===== config.mk =====
export PLATFORM = sky130hd
export DESIGN_NAME = rotate_set_sleep_exec
export DESIGN_NICKNAME = d
export VERILOG_FILES = /design/src/hdl/rss_pkg.sv /design/src/hdl/phase_gen.sv /design/src/hdl/rotate_set_sleep_exec.sv
export SDC_FILE = /design/constraint.sdc
export NUM_CORES = 1
export LEC_CHECK = 0
export ABC_AREA = 0
export BUFFER_PORTS_ARGS = -buffer_cell sky130_fd_sc_hd__buf_2
export CORE_ASPECT_RATIO = 0.7
export CORE_MARGIN = 3
export CORE_UTILIZATION = 35
export DETAILED_ROUTE_END_ITERATION = 6
export GPL_TIMING_DRIVEN = 0
export PLACE_DENSITY = 0.54
export SYNTH_ARGS = -nofsm -noshare
export SYNTH_HDL_FRONTEND = slang
export SYNTH_HIERARCHICAL = 1
export SYNTH_SLANG_ARGS = --single-unit

===== constraint.sdc =====
create_clock -name sys_clk -period 2.8 [get_ports sys_clk]
set_clock_uncertainty 0.15 [all_clocks]
set_input_delay 0.42 -clock sys_clk [delete_from_list [all_inputs] [get_ports sys_clk]]
set_output_delay 0.42 -clock sys_clk [all_outputs]
set_load 0.03 [all_outputs]

===== src/hdl/rss_pkg.sv =====
`default_nettype none
package rss_pkg;
   // Opcode fields
   localparam logic [5:0]  ROT_OPC      = 6'h10;   // 0100 00
   localparam logic [6:0]  FILL_OPC     = 7'h34;   // 0110 100
   localparam logic [15:0] SLEEP_WORD   = 16'h0003;
   localparam int          DEST_BIT     = 9;
   localparam int          ACC_BIT      = 8;
   // Addressing, fill value, watchdog and phase constants
   localparam logic [7:0]  IDX_LIMIT    = 8'h5f;
   localparam logic [3:0]  ACCESS_LO    = 4'h0;
   localparam logic [3:0]  ACCESS_HI    = 4'hf;
   localparam logic [7:0]  ALL_ONES     = 8'hff;
   localparam logic [7:0]  WDT_CLEAR    = 8'h00;
   localparam logic [7:0]  WDT_STEP     = 8'h01;
   localparam logic [1:0]  PH_Q1        = 2'h0;
   localparam logic [1:0]  PH_Q4        = 2'h3;
   localparam logic [1:0]  PH_STEP      = 2'h1;
   typedef enum logic [1:0] {
      OP_NONE  = 2'b00,
      OP_ROT   = 2'b01,
      OP_FILL  = 2'b10,
      OP_SLEEP = 2'b11
   } op_t;
endpackage : rss_pkg
`default_nettype wire


===== src/hdl/phase_gen.sv =====
`default_nettype none
// Four-phase instruction cycle counter; q4 marks the last phase
module phase_gen
   import rss_pkg::*;
(
   input  wire logic       sys_clk,
   input  wire logic       rst_b,
   output logic      [1:0] phase,
   output logic            q1,
   output logic            q4
);
   logic [1:0] ph_r;
   logic [1:0] ph_nxt;

   // Free-running phase step
   always_comb begin
      ph_nxt = 2'(ph_r + PH_STEP);
   end

   always_ff @(posedge sys_clk) begin
      if (!rst_b) begin
         ph_r <= PH_Q1;
      end else begin
         ph_r <= ph_nxt;
      end
   end

   assign phase = ph_r;
   assign q1    = (ph_r == PH_Q1);
   assign q4    = (ph_r == PH_Q4);
endmodule : phase_gen
`default_nettype wire


===== src/hdl/rotate_set_sleep_exec.sv =====
`default_nettype none
// Summary of operation
// - Rotate shifts the byte right, bit 0 into bit 7, and sets only N and Z.
// - Destination bit 0 sends the result to the accumulator, 1 to the file.
// - Rotate: bank bit 0 forces the access bank, 1 uses the bank select.
// - Extended set on, bank bit 0 and address up to 5Fh use indexed offset.
// - Fill writes FFh to the file register and leaves every flag alone.
// - Fill: bank bit 0 targets the access bank, 1 uses the bank select.
// - Sleep clears the power-down flag and sets the time-out flag.
// - Sleep resets the watchdog counter to 00h and clears its postscaler.
// - A watchdog wake-up from sleep clears the time-out flag.
module rotate_set_sleep_exec
   import rss_pkg::*;
(
   input  wire logic        sys_clk,
   input  wire logic        rst_b,
   input  wire logic        instr_valid,
   input  wire logic [15:0] instr_word,
   input  wire logic        ext_set_en,
   input  wire logic [3:0]  bank_select_reg,
   input  wire logic [7:0]  fsr2_base,
   input  wire logic [7:0]  file_rdata,
   input  wire logic        wdt_wake,
   output logic      [11:0] file_addr,
   output logic             file_rd,
   output logic             file_we,
   output logic      [7:0]  file_wdata,
   output logic             w_we,
   output logic      [7:0]  w_wdata,
   output logic             nz_we,
   output logic             neg_flag,
   output logic             zero_flag,
   output logic             power_down_flag,
   output logic             timeout_flag,
   output logic      [7:0]  watchdog_counter,
   output logic             wdt_post_clr,
   output logic             sleeping,
   output logic      [1:0]  phase_out
);
   logic [1:0] phase;
   logic       q4;

   phase_gen u_phase (
      .sys_clk (sys_clk),
      .rst_b   (rst_b),
      .phase   (phase),
      .q1      (),
      .q4      (q4)
   );

   op_t         op_r,    op_nxt;
   logic        dest_r,  dest_nxt;
   logic [11:0] addr_r,  addr_nxt;
   logic [7:0]  res_r,   res_nxt;
   logic        rd_r,    rd_nxt;
   logic        fwe_r,   fwe_nxt;
   logic [7:0]  fwd_r,   fwd_nxt;
   logic        wwe_r,   wwe_nxt;
   logic [7:0]  wwd_r,   wwd_nxt;
   logic        nzwe_r,  nzwe_nxt;
   logic        neg_r,   neg_nxt;
   logic        zero_r,  zero_nxt;
   logic        pd_r,    pd_nxt;
   logic        to_r,    to_nxt;
   logic [7:0]  wdt_r,   wdt_nxt;
   logic        pclr_r,  pclr_nxt;
   logic        slp_r,   slp_nxt;
   logic [1:0]  ph_r;

   op_t        dec_op;
   logic [7:0] f_lit;
   logic       acc_sel;
   logic [7:0] rot_val;

   // Decode the opcode field and the operand bits
   always_comb begin
      f_lit   = instr_word[7:0];
      acc_sel = instr_word[ACC_BIT];
      dec_op  = OP_NONE;
      if (instr_word == SLEEP_WORD) begin
         dec_op = OP_SLEEP;
      end else if (instr_word[15:10] == ROT_OPC) begin
         dec_op = OP_ROT;
      end else if (instr_word[15:9] == FILL_OPC) begin
         dec_op = OP_FILL;
      end
      rot_val = {file_rdata[0], file_rdata[7:1]};
   end

   // Execution sequencing across Q1..Q4
   always_comb begin
      op_nxt   = op_r;
      dest_nxt = dest_r;
      addr_nxt = addr_r;
      res_nxt  = res_r;
      rd_nxt   = 1'b0;
      fwe_nxt  = 1'b0;
      fwd_nxt  = fwd_r;
      wwe_nxt  = 1'b0;
      wwd_nxt  = wwd_r;
      nzwe_nxt = 1'b0;
      neg_nxt  = neg_r;
      zero_nxt = zero_r;
      pd_nxt   = pd_r;
      to_nxt   = to_r;
      wdt_nxt  = wdt_r;
      pclr_nxt = 1'b0;
      slp_nxt  = slp_r;
      // A sleeping core takes no instruction until woken
      if (slp_r) begin
         // Drop the latched sleep op so it cannot fire again after waking
         op_nxt = OP_NONE;
         if (wdt_wake) begin
            slp_nxt = 1'b0;
            to_nxt  = 1'b0;
         end
      end else begin
         // Counter advances once per instruction cycle while awake
         if (q4) begin
            wdt_nxt = 8'(wdt_r + WDT_STEP);
         end
         case (phase)
            2'h0: begin
               // Q1 decode; the op is latched only from a valid word, dest and address from any word
               op_nxt   = instr_valid ? dec_op : OP_NONE;
               dest_nxt = instr_word[DEST_BIT];
               if (!acc_sel && ext_set_en && f_lit <= IDX_LIMIT) begin
                  addr_nxt = {ACCESS_LO, 8'(fsr2_base + f_lit)};
               end else if (!acc_sel) begin
                  // Access bank: low half to bank 0, upper to SFRs
                  addr_nxt = {f_lit[7] ? ACCESS_HI : ACCESS_LO,
                              f_lit};
               end else begin
                  addr_nxt = {bank_select_reg, f_lit};
               end
               rd_nxt = instr_valid && (dec_op == OP_ROT);
            end
            2'h1: begin
               // Q2 read data are taken here
               if (op_r == OP_ROT) begin
                  res_nxt = rot_val;
               end
            end
            2'h2: begin
               // Q3 process; results stage for the Q4 strobe
               case (op_r)
                  OP_ROT: begin
                     if (dest_r) begin
                        fwe_nxt = 1'b1;
                        fwd_nxt = res_r;
                     end else begin
                        wwe_nxt = 1'b1;
                        wwd_nxt = res_r;
                     end
                     nzwe_nxt = 1'b1;
                     neg_nxt  = res_r[7];
                     zero_nxt = (res_r == WDT_CLEAR);
                  end
                  OP_FILL: begin
                     fwe_nxt = 1'b1;
                     fwd_nxt = ALL_ONES;
                  end
                  OP_SLEEP: begin
                     pd_nxt   = 1'b0;
                     to_nxt   = 1'b1;
                     wdt_nxt  = WDT_CLEAR;
                     pclr_nxt = 1'b1;
                     slp_nxt  = 1'b1;
                  end
                  default: begin
                  end
               endcase
            end
            default: begin
               op_nxt = OP_NONE;
            end
         endcase
      end
   end

   // Register everything; reset puts flags at their power-on levels
   always_ff @(posedge sys_clk) begin
      if (!rst_b) begin
         op_r   <= OP_NONE;
         dest_r <= 1'b0;
         addr_r <= '0;
         res_r  <= '0;
         rd_r   <= 1'b0;
         fwe_r  <= 1'b0;
         fwd_r  <= '0;
         wwe_r  <= 1'b0;
         wwd_r  <= '0;
         nzwe_r <= 1'b0;
         neg_r  <= 1'b0;
         zero_r <= 1'b0;
         pd_r   <= 1'b1;
         to_r   <= 1'b1;
         wdt_r  <= WDT_CLEAR;
         pclr_r <= 1'b0;
         slp_r  <= 1'b0;
         ph_r   <= PH_Q1;
      end else begin
         op_r   <= op_nxt;
         dest_r <= dest_nxt;
         addr_r <= addr_nxt;
         res_r  <= res_nxt;
         rd_r   <= rd_nxt;
         fwe_r  <= fwe_nxt;
         fwd_r  <= fwd_nxt;
         wwe_r  <= wwe_nxt;
         wwd_r  <= wwd_nxt;
         nzwe_r <= nzwe_nxt;
         neg_r  <= neg_nxt;
         zero_r <= zero_nxt;
         pd_r   <= pd_nxt;
         to_r   <= to_nxt;
         wdt_r  <= wdt_nxt;
         pclr_r <= pclr_nxt;
         slp_r  <= slp_nxt;
         ph_r   <= phase;
      end
   end

   assign file_addr        = addr_r;
   assign file_rd          = rd_r;
   assign file_we          = fwe_r;
   assign file_wdata       = fwd_r;
   assign w_we             = wwe_r;
   assign w_wdata          = wwd_r;
   assign nz_we            = nzwe_r;
   assign neg_flag         = neg_r;
   assign zero_flag        = zero_r;
   assign power_down_flag  = pd_r;
   assign timeout_flag     = to_r;
   assign watchdog_counter = wdt_r;
   assign wdt_post_clr     = pclr_r;
   assign sleeping         = slp_r;
   assign phase_out        = ph_r;
endmodule : rotate_set_sleep_exec
`default_nettype wire


==> impl_metrics.tcl <==
set metrics [dict create \
    crit_path_top_delay_cell "dfxtp_1" \
    fin_cells 531 \
    worstPathArrival_ns 2.12 \
    critPathRequiredTime_ns 2.87 \
    synth-seq-area-share 0.417 \
    worstPathCellList "inv_1, ha_1, and2b_2, nor2b_1, clkbuf_2, buf_2, o211a_1" \
    fillers 812 \
    cp-end-kind "flop" \
    hp-class "input port to flop" \
    grt_usage 0.166 \
    setup-violations-final 0 \
    syn_nets 385 \
    die_y_um 82.6 \
    synth_edf_count 0 \
    htreeDepth 3 \
    async_reset_ff_frac 0 \
    synth_cell_type_count 50 \
    synthCells 327 \
    grt_pass1_vias 2383 \
    synth_ff_type "dfxtp_1" \
    initial_core_util 0.366 \
    hold_viol_final 0 \
    post_cts_buffers 0 \
    fin_setup_tns_ns 0 \
    drt_iter0_markers 147 \
    rows 27 \
    die-width_um 115 \
    postCtsHoldBufs 0 \
    slew_headroom 0.627 \
    avgViaCountPerCell 4.80 \
    wl_um 7330 \
    num_vias 2547 \
    power_leakage_nw 1.86 \
    path_class "flop to flop" \
    clk-insertion-delay-late_ns 0.32 \
    cts_root_buf "clkbuf_16" \
    whs_ns 0.196 \
    drive_gt1_frac 0.288 \
    cts_buffers 9 \
    ys_seq_elements 61 \
    synth_top_family_by_area "simple AND/OR/NAND/NOR gates" \
    core_um2 8010 \
    synth-compound-area-share 0.142 \
    io_buffers 87 \
    yosys.area_share.simple 0.233 \
    syn_area_um2 2930 \
    synth_xor_area_frac 0.0269 \
    nets 483 \
    ir_worst_vdd_mv 0.375 \
    synthAdderAreaFrac 0.0751 \
    syn_area_per_cell_um2 8.96 \
    dieArea_um2 9520 \
    cts_tree "built" \
    fin_crit_ns 2.05 \
    slowest_delay_ns 0.48 \
    cts_resized 0 \
    dp.final_hpwl_um 5680 \
    io_pins 89 \
    dp.cells 515 \
    layout.area.seq_um2 1220 \
    cp-start-kind "flop" \
    drv_cap 0 \
    gr-total-overflow 0 \
    fmax_ghz 0.488 \
    first_pass_iters 4 \
    status "complete, no violations" \
    diodes 0 \
    ant_nets 0 \
    tightest_slew_ns 0.556 \
    yosysWarnings 6 \
    post-route-drc-count 0 \
    antenna_found_initial 0 \
    yosys-mux-area-fraction 0.0581 \
    cp_max_fo 10 \
    rsz0062_at_grt "false" \
    grt_pass1_wl_um 11900 \
    gp_congestion 0.879 \
    period_share 0.732 \
    wire_per_inst_um 13.8 \
    cts.reportedPaths.clkPinSlew_ns 0.05 \
    maxSlewViolCount 0 \
    power_density_nw_per_um2 597 \
    area_delta_synth_final_pct 29.2 \
    multi_input_area_um2 1570 \
    grt_start_max_net_pins 11 \
    clock_sinks 61 \
    clk_path_buf_depth 2 \
]
-- sequential cells by signal, summed over array words and instances (netlist names) --
name              count
file_addr            12
file_wdata            8
res_r                 8
w_wdata               8
watchdog_counter      8
op_r                  2
phase_out             2
u_phase/phase         2
dest_r                1
file_rd               1
file_we               1
neg_flag              1
nz_we                 1
power_down_flag       1
sleeping              1
timeout_flag          1
w_we                  1
wdt_post_clr          1
zero_flag             1
-- worst max-delay path, delay by kind of cell (launching register included) --
family | cells | cell delay (ns)
compound gates | 1 | 0.22
fa+ha+maj | 1 | 0.25
buf+inv | 3 | 0.45
flops | 1 | 0.48
simple gates | 2 | 0.39
-- Yosys cell counts (2+ instances only) --
cell type / instances / area [um2]
nand2b_1: 4 / 25.0
dfxtp_1: 61 / 1220
o2111ai_1: 2 / 17.5
nor3_1: 4 / 20.0
clkbuf_1: 5 / 18.8
ha_1: 16 / 200
nor3b_1: 3 / 22.5
and3_1: 2 / 12.5
mux2i_1: 17 / 170
nand3b_1: 3 / 22.5
nand3_1: 10 / 50.1
o211a_1: 10 / 100
nand4_1: 3 / 18.8
clkbuf_2: 2 / 10.0
o21ai_1: 2 / 10.0
nor4_1: 5 / 31.3
nand4b_1: 2 / 17.5
nand2_1: 44 / 165
nor2b_1: 11 / 68.8
a211oi_1: 2 / 15.0
buf_2: 7 / 35.0
inv_1: 14 / 52.6
and2_1: 5 / 31.3
xor2_1: 6 / 52.6
o21ai_0: 12 / 60.1
nor2b_2: 2 / 17.5
a21oi_1: 11 / 55.1
a21boi_0: 12 / 90.1
buf_4: 2 / 15.0
xnor2_1: 3 / 26.3
nor2_1: 26 / 97.6
-- final timing paths --
path / slack [ns] / startpoint / cells past startpoint / to
setup reg to reg: 0.75 / u_phase/phase[0]$_SDFF_PN0_ / 7 / file_wdata[5]$_SDFFE_PN0P_
hold reg to reg: 0.29 / timeout_flag$_SDFFE_PN1P_ / 1 / timeout_flag$_SDFFE_PN1P_
setup / recovery: 0.75 / u_phase/phase[0]$_SDFF_PN0_ / 7 / file_wdata[5]$_SDFFE_PN0P_
hold / removal: 0.20 / bank_select_reg[0] / 3 / file_addr[8]$_SDFFE_PN0P_
-- placed cells by master (no fill, tap or decap), drive strengths merged, types with 14 or more instances in the layout --
| cell type | count |
|---|---|
| nor2b | 14 |
| nand2 | 45 |
| nor2 | 27 |
| inv | 14 |
| dfxtp | 61 |
| o21ai | 15 |
| clkbuf | 18 |
| mux2i | 17 |
| ha | 16 |
| buf | 97 |
-- layer usage --
metal | track usage | wire [um] | part of all wire
met1 | 0.227 | 3640 | 0.50
met2 | 0.229 | 2920 | 0.40
met5 | 0 | 0 | 0
met4 | 0.0387 | 60 | 0.0082
met3 | 0.0859 | 703 | 0.096
-- cell families (layout without fill, tap and decap cells) --
logic type | Yosys count | in the layout
compound gates | 59 | 59
xor+xnor | 9 | 9
fa+ha+maj | 17 | 17
buf+inv | 31 | 134
flops | 61 | 61
mux | 17 | 17
simple gates | 133 | 133
-- area by class of cell --
cell class / count / share of cell area
Multi-Input combinational cell: 235 / 0.414
Sequential cell: 61 / 0.323
Timing Repair Buffer: 87 / 0.115
Clock buffer: 11 / 0.0641
Tap cell: 101 / 0.0334
Buffer: 17 / 0.0238
Inverter: 14 / 0.0139
Clock inverter: 5 / 0.0132
-- where the power goes --
group | internal [mW] | switching [mW]
Sequential | 0.896 | 0.0172
Clock | 0.705 | 0.370
Combinational | 0.106 | 0.167
Total | 1.71 | 0.554
-- stage by stage --
step | util | setup slack [ns] | power (mW) | area, um2
global route | 0.473 | 0.569 | 2.38 | 3780
floorplan | - | 0.854 | 1.11 | 2930
detailed placement | 0.436 | 0.556 | 1.20 | 3490
finish | 0.473 | 0.751 | 2.26 | 3780
global placement | 0.436 | 0.544 | 1.20 | 3490
CTS | 0.473 | 0.757 | 2.30 | 3780
Power figures use the tool's default switching activity.
